## config.mk

```make
export PLATFORM = sky130hd
export DESIGN_NAME = ebt_timer
export DESIGN_NICKNAME = d
export VERILOG_FILES = /design/src/pkg/ebt_pkg.sv /design/src/rtl/ebt_timer.sv
export SDC_FILE = /design/constraint.sdc
export NUM_CORES = 1
export LEC_CHECK = 0
export BUFFER_PORTS_ARGS = -buffer_cell sky130_fd_sc_hd__buf_2
export CAP_MARGIN = 5
export CORE_ASPECT_RATIO = 1.4
export CORE_MARGIN = 8
export CORE_UTILIZATION = 50
export DETAILED_ROUTE_END_ITERATION = 6
export PLACE_DENSITY = 0.75
export SETUP_SLACK_MARGIN = 0.4
export SLEW_MARGIN = 20
export SYNTH_ARGS = -nofsm -noshare
export SYNTH_HDL_FRONTEND = slang
export SYNTH_SLANG_ARGS = --single-unit
```

## constraint.sdc

```tcl
create_clock -name clk_i -period 2.8 [get_ports clk_i]
set_input_delay 0.14 -clock clk_i [delete_from_list [all_inputs] [get_ports clk_i]]
set_output_delay 0.14 -clock clk_i [all_outputs]
set_load 0.05 [all_outputs]
```

## src/pkg/ebt_pkg.sv

```systemverilog
/*
 * package for the 8-bit timer with one compare channel: register offsets,
 * field positions, reset values, mode and clock-select encodings, carriers.
 * assumes a classic wishbone slave with 32-bit data, byte addressed words.
 */
package ebt_pkg;

    // register byte offsets, one aligned word each
    localparam logic [7:0] EBT_OFS_CONTROL = 8'h00;
    localparam logic [7:0] EBT_OFS_COUNTER = 8'h04;
    localparam logic [7:0] EBT_OFS_COMPARE = 8'h08;
    localparam logic [7:0] EBT_OFS_FLAGS = 8'h0C;
    localparam logic [7:0] EBT_OFS_MASK = 8'h10;
    localparam logic [7:0] EBT_OFS_STATUS = 8'h14;
    localparam logic [7:0] EBT_OFS_IRQACK = 8'h18;

    // control register field positions
    localparam int EBT_CTL_CS_LSB = 0;
    localparam int EBT_CTL_WGM_LSB = 3;
    localparam int EBT_CTL_COM_LSB = 5;
    localparam int EBT_CTL_FOC_BIT = 7;

    // flag and mask bit positions
    localparam int EBT_FLG_OVF_BIT = 0;
    localparam int EBT_FLG_CMP_BIT = 1;
    localparam int EBT_STS_GIE_BIT = 0;

    // counter landmarks
    localparam logic [7:0] EBT_BOTTOM = 8'h00;
    localparam logic [7:0] EBT_MAX = 8'hFF;
    localparam logic [7:0] EBT_RESET_VALUE = 8'h00;

    // prescaler taps
    localparam logic [9:0] EBT_DIV8_MASK = 10'h007;
    localparam logic [9:0] EBT_DIV64_MASK = 10'h03F;
    localparam logic [9:0] EBT_DIV256_MASK = 10'h0FF;
    localparam logic [9:0] EBT_DIV1024_MASK = 10'h3FF;

    typedef enum logic [1:0] {
        EBT_WGM_NORMAL = 2'h0,
        EBT_WGM_PHASE = 2'h1,
        EBT_WGM_CTC = 2'h2,
        EBT_WGM_FAST = 2'h3
    } ebt_wgm_type;

    typedef enum logic [2:0] {
        EBT_CS_STOP = 3'h0,
        EBT_CS_DIV1 = 3'h1,
        EBT_CS_DIV8 = 3'h2,
        EBT_CS_DIV64 = 3'h3,
        EBT_CS_DIV256 = 3'h4,
        EBT_CS_DIV1024 = 3'h5,
        EBT_CS_EXT_FALL = 3'h6,
        EBT_CS_EXT_RISE = 3'h7
    } ebt_cs_type;

    // control fields as carried through the block
    typedef struct packed {
        logic [1:0] compare_output_action;
        ebt_wgm_type waveform_mode_select;
        ebt_cs_type clock_source_select;
    } ebt_ctrl_type;

    // wishbone request bundle
    typedef struct packed {
        logic cyc;
        logic stb;
        logic we;
        logic [3:0] sel;
        logic [7:0] adr;
        logic [31:0] dat;
    } ebt_wb_req_type;

endpackage

```

## src/rtl/ebt_timer.sv

```systemverilog
/*
 * 8-bit timer/counter with one compare channel, wishbone register slave,
 * clock select with prescaler and external count pin, waveform generator.
 * assumes one 10 MHz clock, synchronous active-high reset, and an external
 * count pin already synchronous to clk_i.
 */
// Function
// - counter and compare are cpu-accessible 8-bit registers
// - flag bottom at 0x00, max at 0xFF
// - top is 0xFF or compare, per mode
// - tick from prescaler or external pin edge
// - select zero stops the counter
// - counter accessible whether ticks arrive or not
// - cpu counter write beats count and clear
// - mode field picks clear/up/down per tick
// - overflow flag set per mode, may interrupt
// - equality sets compare flag next tick
// - compare irq needs enable and global bit
// - compare flag clears on ack or one-write
// - match, max, bottom drive waveform output
// - compare double buffered only in pwm modes
// - buffer loads at top (0xFF) only
// - cpu compare access hits buffer when buffered
// - force strobe updates output only, non-pwm
// - counter write blocks next tick's match
// - output state kept across mode switches
// - action field changes act immediately
// - mode 0 counts up, wraps, overflow at zero
// - mode 2 clears counter on compare match
// - mode 3 single slope, set/clear at bottom/match
// - action zero leaves output state alone
`timescale 1ns/1ps
module ebt_timer
    import ebt_pkg::*;
(
    // clock and reset
    input wire logic clk_i,
    input wire logic rst_i,
    // wishbone slave
    input wire logic wb_cyc_i,
    input wire logic wb_stb_i,
    input wire logic wb_we_i,
    input wire logic [3:0] wb_sel_i,
    input wire logic [7:0] wb_adr_i,
    input wire logic [31:0] wb_dat_i,
    output logic [31:0] wb_dat_o,
    output logic wb_ack_o,
    // pins and processor side
    input wire logic external_count_pin_i,
    input wire logic irq_overflow_ack_i,
    input wire logic irq_compare_ack_i,
    output logic compare_output_state_o,
    output logic bottom_o,
    output logic max_o,
    output logic irq_overflow_o,
    output logic irq_compare_o
);

    ebt_wb_req_type req;
    ebt_ctrl_type ctrl_q;
    ebt_ctrl_type ctrl_wr;
    logic [7:0] counter_value_q;
    logic [7:0] compare_value_q;
    logic [7:0] compare_buffer_q;
    logic overflow_flag_q;
    logic compare_match_flag_q;
    logic overflow_irq_enable_q;
    logic compare_irq_enable_q;
    logic global_irq_enable_q;
    logic compare_output_state_q;
    logic count_down_q;
    logic block_match_q;
    logic [9:0] prescale_q;
    logic ext_prev_q;
    logic ack_q;
    logic [31:0] rdata_q;

    logic wr_stb;
    logic wr_lane0;
    logic wr_counter;
    logic wr_compare;
    logic wr_control;
    logic wr_flags;
    logic force_strobe;
    logic [1:0] action_now;
    logic timer_tick;
    logic pwm_mode;
    logic match_raw;
    logic match;
    logic at_top;
    logic [7:0] top_value;
    logic [7:0] counter_d;
    logic count_down_d;
    logic overflow_event;
    logic reload_point;

    assign req = '{cyc: wb_cyc_i, stb: wb_stb_i, we: wb_we_i, sel: wb_sel_i,
                   adr: wb_adr_i, dat: wb_dat_i};
    assign ctrl_wr = ebt_ctrl_type'(req.dat[6:0]);

    // bus decode; writes land on the first cycle of the strobe only
    assign wr_stb = req.cyc && req.stb && req.we && !ack_q;
    assign wr_lane0 = wr_stb && req.sel[0];
    assign wr_counter = wr_lane0 && (req.adr == EBT_OFS_COUNTER);
    assign wr_compare = wr_lane0 && (req.adr == EBT_OFS_COMPARE);
    assign wr_control = wr_lane0 && (req.adr == EBT_OFS_CONTROL);
    assign wr_flags = wr_lane0 && (req.adr == EBT_OFS_FLAGS);
    assign force_strobe = wr_control && req.dat[EBT_CTL_FOC_BIT] &&
                          ctrl_wr.waveform_mode_select != EBT_WGM_PHASE &&
                          ctrl_wr.waveform_mode_select != EBT_WGM_FAST;
    // a strobe acts with the action written beside it, not the stale one
    assign action_now = force_strobe ? ctrl_wr.compare_output_action :
                        ctrl_q.compare_output_action;

    // one-wait-state ack, dropped the cycle after it is given
    always_ff @(posedge clk_i) begin
        if (rst_i) begin
            ack_q <= 1'b0;
        end else begin
            ack_q <= req.cyc && req.stb && !ack_q;
        end
    end

    // read mux; unmapped offsets read as zero
    always_ff @(posedge clk_i) begin
        if (rst_i) begin
            rdata_q <= 32'h0000_0000;
        end else if (req.cyc && req.stb && !ack_q) begin
            unique case (req.adr)
                EBT_OFS_CONTROL: rdata_q <= {24'h00_0000, 1'b0, ctrl_q};
                EBT_OFS_COUNTER: rdata_q <= {24'h00_0000, counter_value_q};
                EBT_OFS_COMPARE: rdata_q <= {24'h00_0000,
                    pwm_mode ? compare_buffer_q : compare_value_q};
                EBT_OFS_FLAGS: rdata_q <= {30'h0000_0000, compare_match_flag_q,
                    overflow_flag_q};
                EBT_OFS_MASK: rdata_q <= {30'h0000_0000, compare_irq_enable_q,
                    overflow_irq_enable_q};
                EBT_OFS_STATUS: rdata_q <= {30'h0000_0000, compare_output_state_q,
                    global_irq_enable_q};
                default: rdata_q <= 32'h0000_0000;
            endcase
        end
    end
    assign wb_dat_o = rdata_q;
    assign wb_ack_o = ack_q;

    // control register; the force bit is a strobe and is not stored
    always_ff @(posedge clk_i) begin
        if (rst_i) begin
            ctrl_q <= '{compare_output_action: 2'h0, waveform_mode_select: EBT_WGM_NORMAL,
                        clock_source_select: EBT_CS_STOP};
        end else if (wr_control) begin
            ctrl_q <= ctrl_wr;
        end
    end

    // mask and global enable registers
    always_ff @(posedge clk_i) begin
        if (rst_i) begin
            overflow_irq_enable_q <= 1'b0;
            compare_irq_enable_q <= 1'b0;
            global_irq_enable_q <= 1'b0;
        end else begin
            if (wr_lane0 && (req.adr == EBT_OFS_MASK)) begin
                overflow_irq_enable_q <= req.dat[EBT_FLG_OVF_BIT];
                compare_irq_enable_q <= req.dat[EBT_FLG_CMP_BIT];
            end
            if (wr_lane0 && (req.adr == EBT_OFS_STATUS)) begin
                global_irq_enable_q <= req.dat[EBT_STS_GIE_BIT];
            end
        end
    end

    // prescaler free-runs so taps stay phase-coherent
    always_ff @(posedge clk_i) begin
        if (rst_i) begin
            prescale_q <= 10'h000;
            ext_prev_q <= 1'b0;
        end else begin
            prescale_q <= prescale_q + 10'h001;
            ext_prev_q <= external_count_pin_i;
        end
    end

    // clock select: one-cycle tick enable
    always_comb begin
        unique case (ctrl_q.clock_source_select)
            EBT_CS_STOP: timer_tick = 1'b0;
            EBT_CS_DIV1: timer_tick = 1'b1;
            EBT_CS_DIV8: timer_tick = (prescale_q & EBT_DIV8_MASK) == EBT_DIV8_MASK;
            EBT_CS_DIV64: timer_tick = (prescale_q & EBT_DIV64_MASK) == EBT_DIV64_MASK;
            EBT_CS_DIV256: timer_tick = (prescale_q & EBT_DIV256_MASK) == EBT_DIV256_MASK;
            EBT_CS_DIV1024: timer_tick = prescale_q == EBT_DIV1024_MASK;
            EBT_CS_EXT_FALL: timer_tick = ext_prev_q && !external_count_pin_i;
            EBT_CS_EXT_RISE: timer_tick = !ext_prev_q && external_count_pin_i;
        endcase
    end

    // landmarks and comparator
    assign pwm_mode = ctrl_q.waveform_mode_select == EBT_WGM_PHASE ||
                      ctrl_q.waveform_mode_select == EBT_WGM_FAST;
    assign bottom_o = counter_value_q == EBT_BOTTOM;
    assign max_o = counter_value_q == EBT_MAX;
    assign top_value = (ctrl_q.waveform_mode_select == EBT_WGM_CTC) ?
                       compare_value_q : EBT_MAX;
    assign at_top = counter_value_q == top_value;
    assign match_raw = counter_value_q == compare_value_q;
    assign match = match_raw && timer_tick && !block_match_q;

    // counting sequence per mode
    always_comb begin
        counter_d = counter_value_q;
        count_down_d = count_down_q;
        overflow_event = 1'b0;
        unique case (ctrl_q.waveform_mode_select)
            EBT_WGM_NORMAL: begin
                counter_d = counter_value_q + 8'h01;
                overflow_event = max_o;
            end
            EBT_WGM_CTC: begin
                counter_d = at_top ? EBT_BOTTOM : counter_value_q + 8'h01;
                overflow_event = max_o;
            end
            EBT_WGM_FAST: begin
                counter_d = counter_value_q + 8'h01;
                overflow_event = max_o;
            end
            EBT_WGM_PHASE: begin
                if (max_o) begin
                    count_down_d = 1'b1;
                end else if (bottom_o) begin
                    count_down_d = 1'b0;
                end
                counter_d = count_down_d ? counter_value_q - 8'h01 : counter_value_q + 8'h01;
                overflow_event = bottom_o && count_down_q;
            end
        endcase
    end

    // counter register: cpu write wins over any tick action
    always_ff @(posedge clk_i) begin
        if (rst_i) begin
            counter_value_q <= EBT_RESET_VALUE;
            count_down_q <= 1'b0;
        end else if (wr_counter) begin
            counter_value_q <= req.dat[7:0];
        end else if (timer_tick) begin
            counter_value_q <= counter_d;
            count_down_q <= count_down_d;
        end
    end

    // match block held from a counter write until the next tick
    always_ff @(posedge clk_i) begin
        if (rst_i) begin
            block_match_q <= 1'b0;
        end else if (wr_counter) begin
            block_match_q <= 1'b1;
        end else if (timer_tick) begin
            block_match_q <= 1'b0;
        end
    end

    // compare value: direct or via buffer with reload at top (0xFF)
    assign reload_point = timer_tick && (ctrl_q.waveform_mode_select == EBT_WGM_FAST ?
                          max_o : (max_o && !count_down_q));
    always_ff @(posedge clk_i) begin
        if (rst_i) begin
            compare_value_q <= EBT_RESET_VALUE;
            compare_buffer_q <= EBT_RESET_VALUE;
        end else begin
            if (wr_compare) begin
                compare_buffer_q <= req.dat[7:0];
            end
            if (wr_compare && !pwm_mode) begin
                compare_value_q <= req.dat[7:0];
            end else if (pwm_mode && reload_point) begin
                compare_value_q <= compare_buffer_q;
            end
        end
    end

    // flags: set wins over one-write clear and over interrupt ack
    always_ff @(posedge clk_i) begin
        if (rst_i) begin
            overflow_flag_q <= 1'b0;
            compare_match_flag_q <= 1'b0;
        end else begin
            if (timer_tick && overflow_event) begin
                overflow_flag_q <= 1'b1;
            end else if (irq_overflow_ack_i || (wr_flags && req.dat[EBT_FLG_OVF_BIT])) begin
                overflow_flag_q <= 1'b0;
            end
            if (match) begin
                compare_match_flag_q <= 1'b1;
            end else if (irq_compare_ack_i || (wr_flags && req.dat[EBT_FLG_CMP_BIT])) begin
                compare_match_flag_q <= 1'b0;
            end
        end
    end

    assign irq_compare_o = compare_match_flag_q && compare_irq_enable_q &&
                           global_irq_enable_q;
    assign irq_overflow_o = overflow_flag_q && overflow_irq_enable_q && global_irq_enable_q;

    // waveform generator; state untouched by mode writes
    always_ff @(posedge clk_i) begin
        if (rst_i) begin
            compare_output_state_q <= 1'b0;
        end else if (action_now != 2'h0) begin
            if (force_strobe || (!pwm_mode && match)) begin
                unique case (action_now)
                    2'h1: compare_output_state_q <= !compare_output_state_q;
                    2'h2: compare_output_state_q <= 1'b0;
                    default: compare_output_state_q <= 1'b1;
                endcase
            end else if (ctrl_q.waveform_mode_select == EBT_WGM_FAST && timer_tick) begin
                if (match) begin
                    compare_output_state_q <= ctrl_q.compare_output_action[0];
                end else if (max_o) begin
                    compare_output_state_q <= !ctrl_q.compare_output_action[0];
                end
            end else if (ctrl_q.waveform_mode_select == EBT_WGM_PHASE && match) begin
                compare_output_state_q <= count_down_q ^ ctrl_q.compare_output_action[0];
            end
        end
    end
    assign compare_output_state_o = compare_output_state_q;

    property p_write_beats_tick; @(posedge clk_i) disable iff (rst_i)
        wr_counter |=> counter_value_q == $past(req.dat[7:0]);
    endproperty
    a_write_beats_tick: assert property (p_write_beats_tick)
        else $error("counter write lost");
    property p_stop; @(posedge clk_i) disable iff (rst_i)
        ctrl_q.clock_source_select == EBT_CS_STOP && !wr_counter |=> $stable(counter_value_q);
    endproperty
    a_stop: assert property (p_stop) else $error("counter moved while stopped");
    // checker copy of the blocking window, the wait may span a whole prescale
    logic chk_block_q;
    always_ff @(posedge clk_i) begin
        if (rst_i) begin
            chk_block_q <= 1'b0;
        end else if (wr_counter) begin
            chk_block_q <= 1'b1;
        end else if (timer_tick) begin
            chk_block_q <= 1'b0;
        end
    end
    property p_block; @(posedge clk_i) disable iff (rst_i)
        chk_block_q && timer_tick |-> !match;
    endproperty
    a_block: assert property (p_block) else $error("blocked match fired");
    property p_cmp_flag; @(posedge clk_i) disable iff (rst_i)
        match |=> compare_match_flag_q;
    endproperty
    a_cmp_flag: assert property (p_cmp_flag) else $error("match flag not set");
    property p_irq; @(posedge clk_i) disable iff (rst_i)
        irq_compare_o |-> compare_irq_enable_q && global_irq_enable_q;
    endproperty
    a_irq: assert property (p_irq) else $error("compare irq not gated");
    property p_ctc; @(posedge clk_i) disable iff (rst_i)
        timer_tick && !wr_counter && ctrl_q.waveform_mode_select == EBT_WGM_CTC && at_top
        |=> counter_value_q == EBT_BOTTOM;
    endproperty
    a_ctc: assert property (p_ctc) else $error("ctc did not clear");
    property p_ovf_normal; @(posedge clk_i) disable iff (rst_i)
        timer_tick && !wr_counter && ctrl_q.waveform_mode_select == EBT_WGM_NORMAL && max_o
        |=> overflow_flag_q && counter_value_q == EBT_BOTTOM;
    endproperty
    a_ovf_normal: assert property (p_ovf_normal) else $error("overflow missed");
    property p_buffered; @(posedge clk_i) disable iff (rst_i)
        pwm_mode && !reload_point |=> $stable(compare_value_q);
    endproperty
    a_buffered: assert property (p_buffered) else $error("compare moved mid-period");
    property p_com_zero; @(posedge clk_i) disable iff (rst_i)
        ctrl_q.compare_output_action == 2'h0 && !force_strobe |=> $stable(compare_output_state_q);
    endproperty
    a_com_zero: assert property (p_com_zero) else $error("output moved with action zero");
    property p_force; @(posedge clk_i) disable iff (rst_i)
        force_strobe && !match |=> $stable(compare_match_flag_q) || !compare_match_flag_q;
    endproperty
    a_force: assert property (p_force) else $error("force set the flag");
    property p_force_count; @(posedge clk_i) disable iff (rst_i)
        force_strobe && !timer_tick |=> $stable(counter_value_q);
    endproperty
    a_force_count: assert property (p_force_count) else $error("force moved counter");

    c_ctc_wrap: cover property (@(posedge clk_i) timer_tick && at_top &&
        ctrl_q.waveform_mode_select == EBT_WGM_CTC);
    c_force: cover property (@(posedge clk_i) force_strobe);
    c_reload: cover property (@(posedge clk_i) pwm_mode && reload_point);
    c_phase_turn: cover property (@(posedge clk_i) timer_tick && max_o &&
        ctrl_q.waveform_mode_select == EBT_WGM_PHASE);

endmodule

```

; ---- Yosys cells after proc, flatten, opt, wreduce, memory -nomap -nowiden
; Index checks and enable logic that the tools add are counted.
[totals]
input_bits = 52
elab_cells = 138
reg_bits = 83
[op_classes]
n_addsub = 3
n_eq_ne = 27
n_reduce_logical = 59
bitwise = 2
muxes = 29
[op_table]
columns = cell, n
row1 = $mux 8, 8
row2 = $pmux 8 s6, 1
row3 = $logic_and 1x1->1, 33
row4 = $pmux 8 s3, 1
row5 = $eq 8x4->1 const B, 2
row6 = $eq 8x5->1 const B, 2
row7 = $eq 8x8->1, 2
row8 = $eq 8x8->1 const B, 2
row9 = $logic_not 8->1, 2
row10 = $eq 3x3->1 const B, 5
row11 = $mux 1, 15
row12 = $add 10x1->10 const B, 1
row13 = $eq 10x10->1 const B, 1
row14 = $reduce_bool 2->1, 5
row15 = $add 8x1->8 const B, 1
row16 = $eq 8x3->1 const B, 1
row17 = $logic_not 1->1, 8
row18 = $pmux 1 s8, 1
row19 = $sub 8x1->8 const B, 1
row20 = $eq 2x2->1 const B, 3
row21 = $eq 3x2->1 const B, 2
row22 = $eq 6x6->1 const B, 1
row23 = $reduce_and 3->1, 2
row24 = $eq 2x1->1 const B, 2
row25 = other kinds (14), 18

; ---- Longest topological paths before layout
; Gate-level depths: netlist of run 1.
[logic_depth]
ltp_word = 12
depth_mapped = 11
depth_no_buf = 9

; ---- Worst setup path before layout of run 1
; Ideal clock, no wire load.
[synth_timing]
path_kind = reg2reg
from = reg counter_value_q[4]
to = reg counter_value_q[5]
n_path_buf = 1
path_slack_ns = 0.410
period_less_slack_ns = 2.390
arrival_time_ns = 2.255
path_stages_with_launch = 10
required_ns = 2.665
path_cell_list = dfxtp_1 clkbuf_1 nand4_1 or2_2 inv_1 nor2_1 a211o_1 nand2_1 o21bai_1 a311oi_1
[synth_via]
elab_cells_between_ends = 13
[synth_lines]
columns = item, line
row1 = from (decl), ebt_timer.sv:62  ; logic [7:0] counter_value_q;
row2 = from (signal assigned), ebt_timer.sv:246  ; counter_value_q <= req.dat[7:0];
row3 = from (signal assigned), ebt_timer.sv:248  ; counter_value_q <= counter_d;
row4 = $eq 8x8->1, ebt_timer.sv:203  ; assign max_o = counter_value_q == EBT_MAX;
row5 = via max_o, ebt_timer.sv:54  ; output logic max_o,
row6 = $mux 1, ebt_timer.sv:229  ; if (max_o) begin
row7 = $mux 1, ebt_timer.sv:215  ; unique case (ctrl_q.waveform_mode_select)
row8 = $mux 8, ebt_timer.sv:234  ; counter_d = count_down_d ? counter_value_q - 8'h01 : counter_value_q + 8'h01;
row9 = $pmux 8 s3, ebt_timer.sv:215
row10 = $mux 8, ebt_timer.sv:247  ; end else if (timer_tick) begin
row11 = $mux 8, ebt_timer.sv:245  ; end else if (wr_counter) begin
; The timed path passes the listed nets, and every way through them passes these cells. The select of a mux whose other input is x is not followed.
; A chain may end at the register's enable or synchronous reset.

; ---- Worst setup path after layout of run 1
[layout_timing]
from = reg counter_value_q[0]
to = reg counter_value_q[5]
[layout_via]
elab_chain_len = 8
elab_cells_between_ends = 13
[layout_lines]
columns = item, line
row1 = "parallel branches: the longest is 5 deep, another holds $add 8x1->8", n/a
row2 = $pmux 8 s3 *, ebt_timer.sv:215
row3 = $mux 8 *, ebt_timer.sv:247
row4 = $mux 8 *, ebt_timer.sv:245
; Mark *: on every way between the ends. The select of a mux whose other input is x is not followed.

==> results of run 1 <==
-- power by group --
| group | internal [uW] | leakage (uW) | switching, uW |
|---|---|---|---|
| Clock | 495 | 0.000110 | 363 |
| Sequential | 848 | 0.000479 | 14.3 |
| Combinational | 47.2 | 0.00119 | 164 |
-- metrics by stage --
step / cells / util [%]
final: 611 / 57.5
after global routing: 611 / 57.5
after CTS: 610 / 56.9
after detailed placement: 594 / 53.9
after global placement: 594 / 53.9
after floorplan: 500 / -
-- layout make-up --
cell class | instances | area [um2]
clock inverter | 6 | 80.1
inverter | 20 | 75.1
timing repair buffer | 47 | 258
clock buffer | 10 | 128
multi-input combinational | 372 | 2380
fill | 699 | 3130
tap | 97 | 121
sequential | 59 | 1190
-- registers in the layout, indices dropped and copies added (netlist names) --
name                    count
prescale_q                 10
count_down_q                1
compare_value_q             8
wb_ack_o                    1
global_irq_enable_q         1
counter_value_q             8
ext_prev_q                  1
compare_irq_enable_q        1
block_match_q               1
compare_match_flag_q        1
overflow_flag_q             1
ctrl_q                      7
compare_output_state_o      1
wb_dat_o                    8
compare_buffer_q            8
overflow_irq_enable_q       1
-- layer usage --
layer  GRT usage, %  vias to the layer above
li1               -                     1731
met1           20.7                     1728
met2           34.3                      147
met3           5.66                       35
met4           11.5                        0
met5              0                        -
-- critical path, cell delays in order, from the launching register on --
cell and delay, ps:
dfxtp_2 390, ha_2 230, nand4_1 110, or2_2 370, inv_1 170, nor2_1 120
a211o_1 340, nand2_2 130, o21bai_1 150, a311oi_1 110
-- cells by family (layout without fill, tap and decap cells) --
family,after synthesis,after routing
compound gates,119,119
other cells,1,24
simple gates,182,182
mux,28,28
xor+xnor,10,10
fa+ha+maj,9,9
buf+inv,69,83
flops,59,59
-- placed cells by master (no fill, tap or decap), types with 3 or more instances in the layout --
cell / instances
conb_1: 24
a32oi_1: 4
a22oi_1: 8
a211oi_1: 9
a21oi_1: 31
nand2_1: 35
xor2_1: 5
clkbuf_8: 9
o22ai_1: 7
nor3_1: 4
or3_1: 6
o2111ai_1: 3
nand3_1: 15
a31oi_1: 6
nor2_2: 3
dfxtp_2: 5
a311oi_1: 7
nor2b_1: 9
nor2_1: 61
mux2i_1: 28
nand2b_1: 11
nand4_1: 5
dfxtp_1: 54
nand3b_1: 3
inv_1: 19
buf_4: 9
ha_1: 8
and3_1: 7
clkinv_2: 4
buf_2: 38
o21ai_0: 16
xnor2_1: 5
-- worst max path at each step --
stage                    endpoint  depth (start not counted)  slack (ps)               start
2_1_floorplan  counter_value_q[5]                          9         410  counter_value_q[4]
3_3_place_gp   counter_value_q[1]                          7         430  counter_value_q[0]
3_5_place_dp   counter_value_q[1]                          7         340  counter_value_q[0]
4_1_cts        counter_value_q[1]                          7         380  counter_value_q[0]
5_1_grt        counter_value_q[1]                          7         400  counter_value_q[2]
6_report       counter_value_q[5]                          9         510  counter_value_q[0]
-- Yosys cell counts (3+ instances only) --
cell and instances:
o21ai_0 16, a21oi_1 31, mux2i_1 28, nand2_1 37, ha_1 9, xor2_1 5, buf_4 24, nand3_1 15
nor2_1 62, nand4_1 5, clkbuf_1 17, a311oi_1 7, a31oi_1 6, nand3b_1 3, nor2b_1 9, or3_1 6
a32oi_1 4, nor3_1 4, and2_1 3, nand2b_1 11, and3_1 7, a211oi_1 9, a22oi_1 8, dfxtp_1 59
o2111ai_1 4, buf_6 3, xnor2_1 5, o22ai_1 7, inv_1 19
-- repair_timing --
action	4_1_cts	5_1_grt
gates cloned	0	0
setup buffers	0	1
resized for setup	4	13
setup endpoints to repair	2	17
pin swaps	0	3
==> results by group, run 1 <==
Synthesis
  • #FFs+latches synth: 59
  • Largest cells by area after synthesis: dfxtp_1, mux2i_1, nor2_1
  • Synth warn: 0
  • Asr flop ratio synth: 0%
  • Biggest area consumer among synthesized cells: dfxtp_1
  • Synth Area in Adders: 2.95%
  • Register area share after synthesis: 30.9%
  • Mean Syn Cell Area: 8.01 um2
  • Post-synth cell types: 71
  • Fraction of the mapped netlist area in compound gates: 21.6%
  • Multiplexer area fraction after synthesis: 7.34%
  • Mapped Area: 3820 um2
  • Post-synth EDFFs: 0
  • Cells after Synth: 477
  • Top cell type's share of synthesized area: 30.9%
  • Ys flop type: dfxtp_1
  • Synth Area in XOR/XNOR: 2.29%
  • Synth Area in Simple Gates: 24.7%
  • Main combinational cell family by area after synthesis: simple AND/OR/NAND/NOR gates

Floorplanning
  • Io pins: 90
  • Starting Density: 51.9%
  • Die W: 89.9 um
  • Row cnt: 37
  • Core footprint: 7360 um2
  • Die area: 10700 um2
  • Die Ht: 119 um

Detailed routing
  • Met3 wire length: 738 um
  • Drt initial violations: 255
  • DR WL/cell: 17.3 um
  • DRC Markers: 0
  • Final ANT Viol Nets: 0
  • Vias: 3641
  • Vias/cell: 5.96
  • Highest routing layer actually used: met4
  • Met2 wire length: 5.38 mm
  • DRT Wirelength: 10.6 mm
  • DRT Pass-1 Iters: 7
  • Post-Route M1 WL: 4.02 mm

STA
  • Fin. Hold Viols: 0
  • Setup tns final: 0 ps
  • Period utilization: 81.9%
  • Worst-Margin Slew: 868 ps
  • Fmax: 0.436 GHz
  • Final slew viol count: 0
  • Min Tclk post-route: 2290 ps
  • Unrepaired setup endpoints after global routing: true
  • Final Skew: 6.26 ps
  • Final worst setup slack: 507 ps
  • Final setup vio count: 0
  • Hold Worst Slack: 24.1 ps
  • Slew Limit Headroom: 41.7%

Global route
  • Total gr overflow: 0
  • Initial antenna violation count: 0
  • Vias in the first global route: 3573
  • Gr usage total: 19.7%
  • Largest net degree at the start of global routing: 45
  • First-pass GRT wire length: 17.4 mm

Pwr
  • Pwr Density: 456 nW/um2
  • Total power: 1930 uW
  • VDD IR-drop max: 382 uV
  • P_leak: 0.00177 uW

Placed design
  • Port-buffer cells: 38
  • HPWL Detailed: 7.64 mm
  • Post-DP Area: 3970 um2
  • Gpl congestion: 0.884
  • Worst slack, placed: 343 ps

Min path
  • HP Class: input port to flip-flop
  • Worst hold start: external_count_pin_i
  • Hold Crit Depth: 2
  • Hold EP: ext_prev_q

Clocking
  • Root buffer cell: clkbuf_8
  • Clock transition at path regs: 70 ps
  • TritonCTS Sinks: 59
  • TritonCTS Buffers: 9
  • Skew-Pair Late Insertion Delay: 360 ps
  • Clock Tree Buf Depth: 2
  • H-tree levels: 3
  • Hold-fix buffers, CTS: 0
  • CTS tree: yes

Worst setup path
  • Crit start category: flip-flop
  • Worst r2r dst: counter_value_q[5]
  • R2R cell count: 9
  • Arrival time at the worst endpoint: 2490 ps
  • Crit Path Max Fanout: 6
  • Worst EP required: 3000 ps
  • CP Class: flip-flop to flip-flop
  • CP Capture Type: flip-flop
  • Reg2reg start: counter_value_q[0]
  • Flop2flop setup slack: 510 ps

Run status
  • Outcome: finished, final reports clean

Finish
  • Final instance area: 4230 um2
  • Ant. Diodes: 0
  • Synth-to-layout area growth: 10.8%
  • Share of layout cells above drive strength 1: 18.1%
  • Nets: 570

Run
  • Max_cap viols: 0
No activity file was read; power rests on OpenSTA's default activity.
==> run 2: changes to the inputs <==
- CORE_UTILIZATION: 50 -> 49
- PLACE_DENSITY: 0.75 -> 0.77
- clock period: 2.8 -> 2.1 ns (I/O delays scaled with it)
==> results by group, run 2 (synthesis results as in run 1) <==
Placed design
  • Gpl congestion: 0.891 (was 0.884)
  • Port-buffer cells: 38 (unchanged)
  • HPWL Detailed: 8.30 mm (was 7.64 mm)
  • Inst Count DP: 632 (was 594)
  • Post-DP Area: 4470 um2 (was 3970 um2)
  • Worst slack, placed: -89.0 ps (was 343 ps)

Worst setup path
  • Reg2reg start: counter_value_q[0] (unchanged)
  • CP Capture Type: flip-flop (unchanged)
  • Worst r2r dst: counter_value_q[1] (was counter_value_q[5])
  • CP Class: flip-flop to flip-flop (unchanged)
  • Crit Path Max Fanout: 3 (was 6)
  • Worst EP required: 2340 ps (was 3000 ps)
  • R2R cell count: 8 (was 9)
  • Flop2flop setup slack: -80 ps (was 510 ps)
  • Arrival time at the worst endpoint: 2420 ps (was 2490 ps)
  • Crit start category: flip-flop (unchanged)

Detailed routing
  • DRC Markers: 0 (unchanged)
  • Vias/cell: 6.05 (was 5.96)
  • Drt initial violations: 435 (was 255)
  • Final ANT Viol Nets: 0 (unchanged)
  • Vias: 4141 (was 3641)
  • DRT Wirelength: 13.1 mm (was 10.6 mm)
  • DRT Pass-1 Iters: 5 (was 7)
  • DR WL/cell: 19.2 um (was 17.3 um)

STA
  • Final worst setup slack: -82.5 ps (was 507 ps)
  • Unrepaired setup endpoints after global routing: true (unchanged)
  • Final slew viol count: 0 (unchanged)
  • Min Tclk post-route: 2180 ps (was 2290 ps)
  • Slew Limit Headroom: 60.5% (was 41.7%)
  • Final Skew: 7.00 ps (was 6.26 ps)
  • Worst-Margin Slew: 588 ps (was 868 ps)
  • Fmax: 0.458 GHz (was 0.436 GHz)
  • Period utilization: 104% (was 81.9%)
  • Fin. Hold Viols: 0 (unchanged)
  • Final setup vio count: 5 (was 0)

Global route
  • Vias in the first global route: 4066 (was 3573)
  • Largest net degree at the start of global routing: 61 (was 45)
  • Initial antenna violation count: 0 (unchanged)
  • First-pass GRT wire length: 19.8 mm (was 17.4 mm)
  • Total gr overflow: 0 (unchanged)
  • Gr usage total: 22.6% (was 19.7%)

Clocking
  • Clock Tree Buf Depth: 2 (unchanged)
  • Root buffer cell: clkbuf_8 (unchanged)
  • Skew-Pair Late Insertion Delay: 360 ps (about the same)
  • H-tree levels: 3 (unchanged)
  • Clock transition at path regs: 60 ps (was 70 ps)
  • TritonCTS Buffers: 9 (unchanged)
  • CTS tree: yes (unchanged)
  • TritonCTS Sinks: 59 (unchanged)

Finish
  • Share of layout cells above drive strength 1: 38.3% (was 18.1%)
  • Most frequent cells in the layout: buf_4, nor2_1, dfxtp_1 (was nor2_1, dfxtp_1, buf_2)
  • Final instance area: 5330 um2 (was 4230 um2)
  • Ant. Diodes: 0 (unchanged)
  • Commonest non-fill, non-tap cell in the layout: buf_4 (was nor2_1)
  • Nets: 641 (was 570)
  • Max FFs per register: 10 (unchanged)
  • Synth-to-layout area growth: 39.6% (was 10.8%)
  • Top reg by flops: prescale_q (unchanged)
  • Post-route non-filler standard cell count: 685 (was 611)

Min path
  • Worst hold start: wb_dat_i[3] (was external_count_pin_i)
  • Hold Crit Depth: 3 (was 2)
  • Hold EP: ctrl_q[3] (was ext_prev_q)
  • HP Class: input port to flip-flop (unchanged)

Pwr
  • Seq pwr share: 44.5% (was 44.6%)
  • P_leak: 0.00220 uW (was 0.00177 uW)
  • Comb pwr share: 14.3% (was 11.0%)
  • Pwr Density: 481 nW/um2 (was 456 nW/um2)
  • VDD IR-drop max: 306 uV (was 382 uV)
  • Pint: 1810 uW (was 1390 uW)
  • Switch share: 29.5% (was 28.0%)
  • Switch Pwr: 756 uW (was 541 uW)
  • Clock share of power: 41.3% (was 44.4%)

Floorplanning
  • Die area: 10900 um2 (was 10700 um2)
  • Io pins: 90 (unchanged)
  • Row cnt: 38 (was 37)
  • Starting Density: 49.9% (was 51.9%)
  • Die W: 90.6 um (was 89.9 um)
  • Die Ht: 120 um (was 119 um)
  • Core footprint: 7650 um2 (was 7360 um2)

Run status
  • Failing checks: negative setup slack
  • Outcome: finished with violations (was finished, final reports clean)

Run
  • Max_cap viols: 0 (unchanged)
## run 2: worst max-delay path, cell delays in order (launching register included)
cell and delay [ps]:
dfxtp_4 380, clkinvlp_4 130, buf_6 140, a22oi_2 230, o2111ai_2 180, or4_4 490, a221oi_4 320, a2bb2oi_2 150
nor2_1 40
## run 2: worst max-delay path by stage
| stage | from | endpoint | slack (ps) | depth (start not counted) |
|---|---|---|---|---|
| CTS | counter_value_q[0] | counter_value_q[1] | -70 | 8 |
| floorplan | counter_value_q[0] | counter_value_q[7] | 80 | 9 |
| global placement | counter_value_q[0] | counter_value_q[1] | -40 | 7 |
| global route | counter_value_q[0] | counter_value_q[1] | -150 | 8 |
| finish | counter_value_q[0] | counter_value_q[1] | -80 | 8 |
| detailed placement | counter_value_q[0] | counter_value_q[1] | -90 | 7 |
## run 2: repair_timing
item / in CTS / in global routing
resized for setup: 45 / 41
gates cloned: 1 / 0
pin swaps: 18 / 39
endpoints found under the hold margin: 1 / 0
buffers inserted: 16 / 19
setup endpoints to repair: 29 / 30
hold buffers: 1 / 0
## run 2: power groups by stage
stage	Sequential, uW	Clock [uW]	Combinational, uW
floorplan	1170	0	264
global placement	1170	0	316
detailed placement	1170	0	319
CTS	1140	1070	329
finish	1140	1060	366
global route	1140	1120	382
## run 2: area by class of cell
type,count,area [um2]
Multi-Input combinational cell,372,2740
Fill cell,541,2320
Sequential cell,59,1210
Timing Repair Buffer,118,978
Clock buffer,11,141
Tap cell,100,125
Inverter,20,82.6
Clock inverter,5,51.3
## run 2: stage by stage
step                      power, uW  TNS, ps  hold WS (ps)  util, %
after detailed placement       1490     -182           357     58.4
after global routing           2650     -597          68.1     69.7
final                          2560     -246          55.1     69.7
after CTS                      2540     -123          36.5     65.5
after global placement         1480    -48.4           343     58.4
after floorplan                1430        0           233        -
## run 2: metal layers
| layer | track usage (%) | wire length, um |
|---|---|---|
| met5 | 0 | 0 |
| met4 | 17.1 | 805 |
| met3 | 6.58 | 995 |
| met2 | 38.9 | 6630 |
| met1 | 22.7 | 4700 |
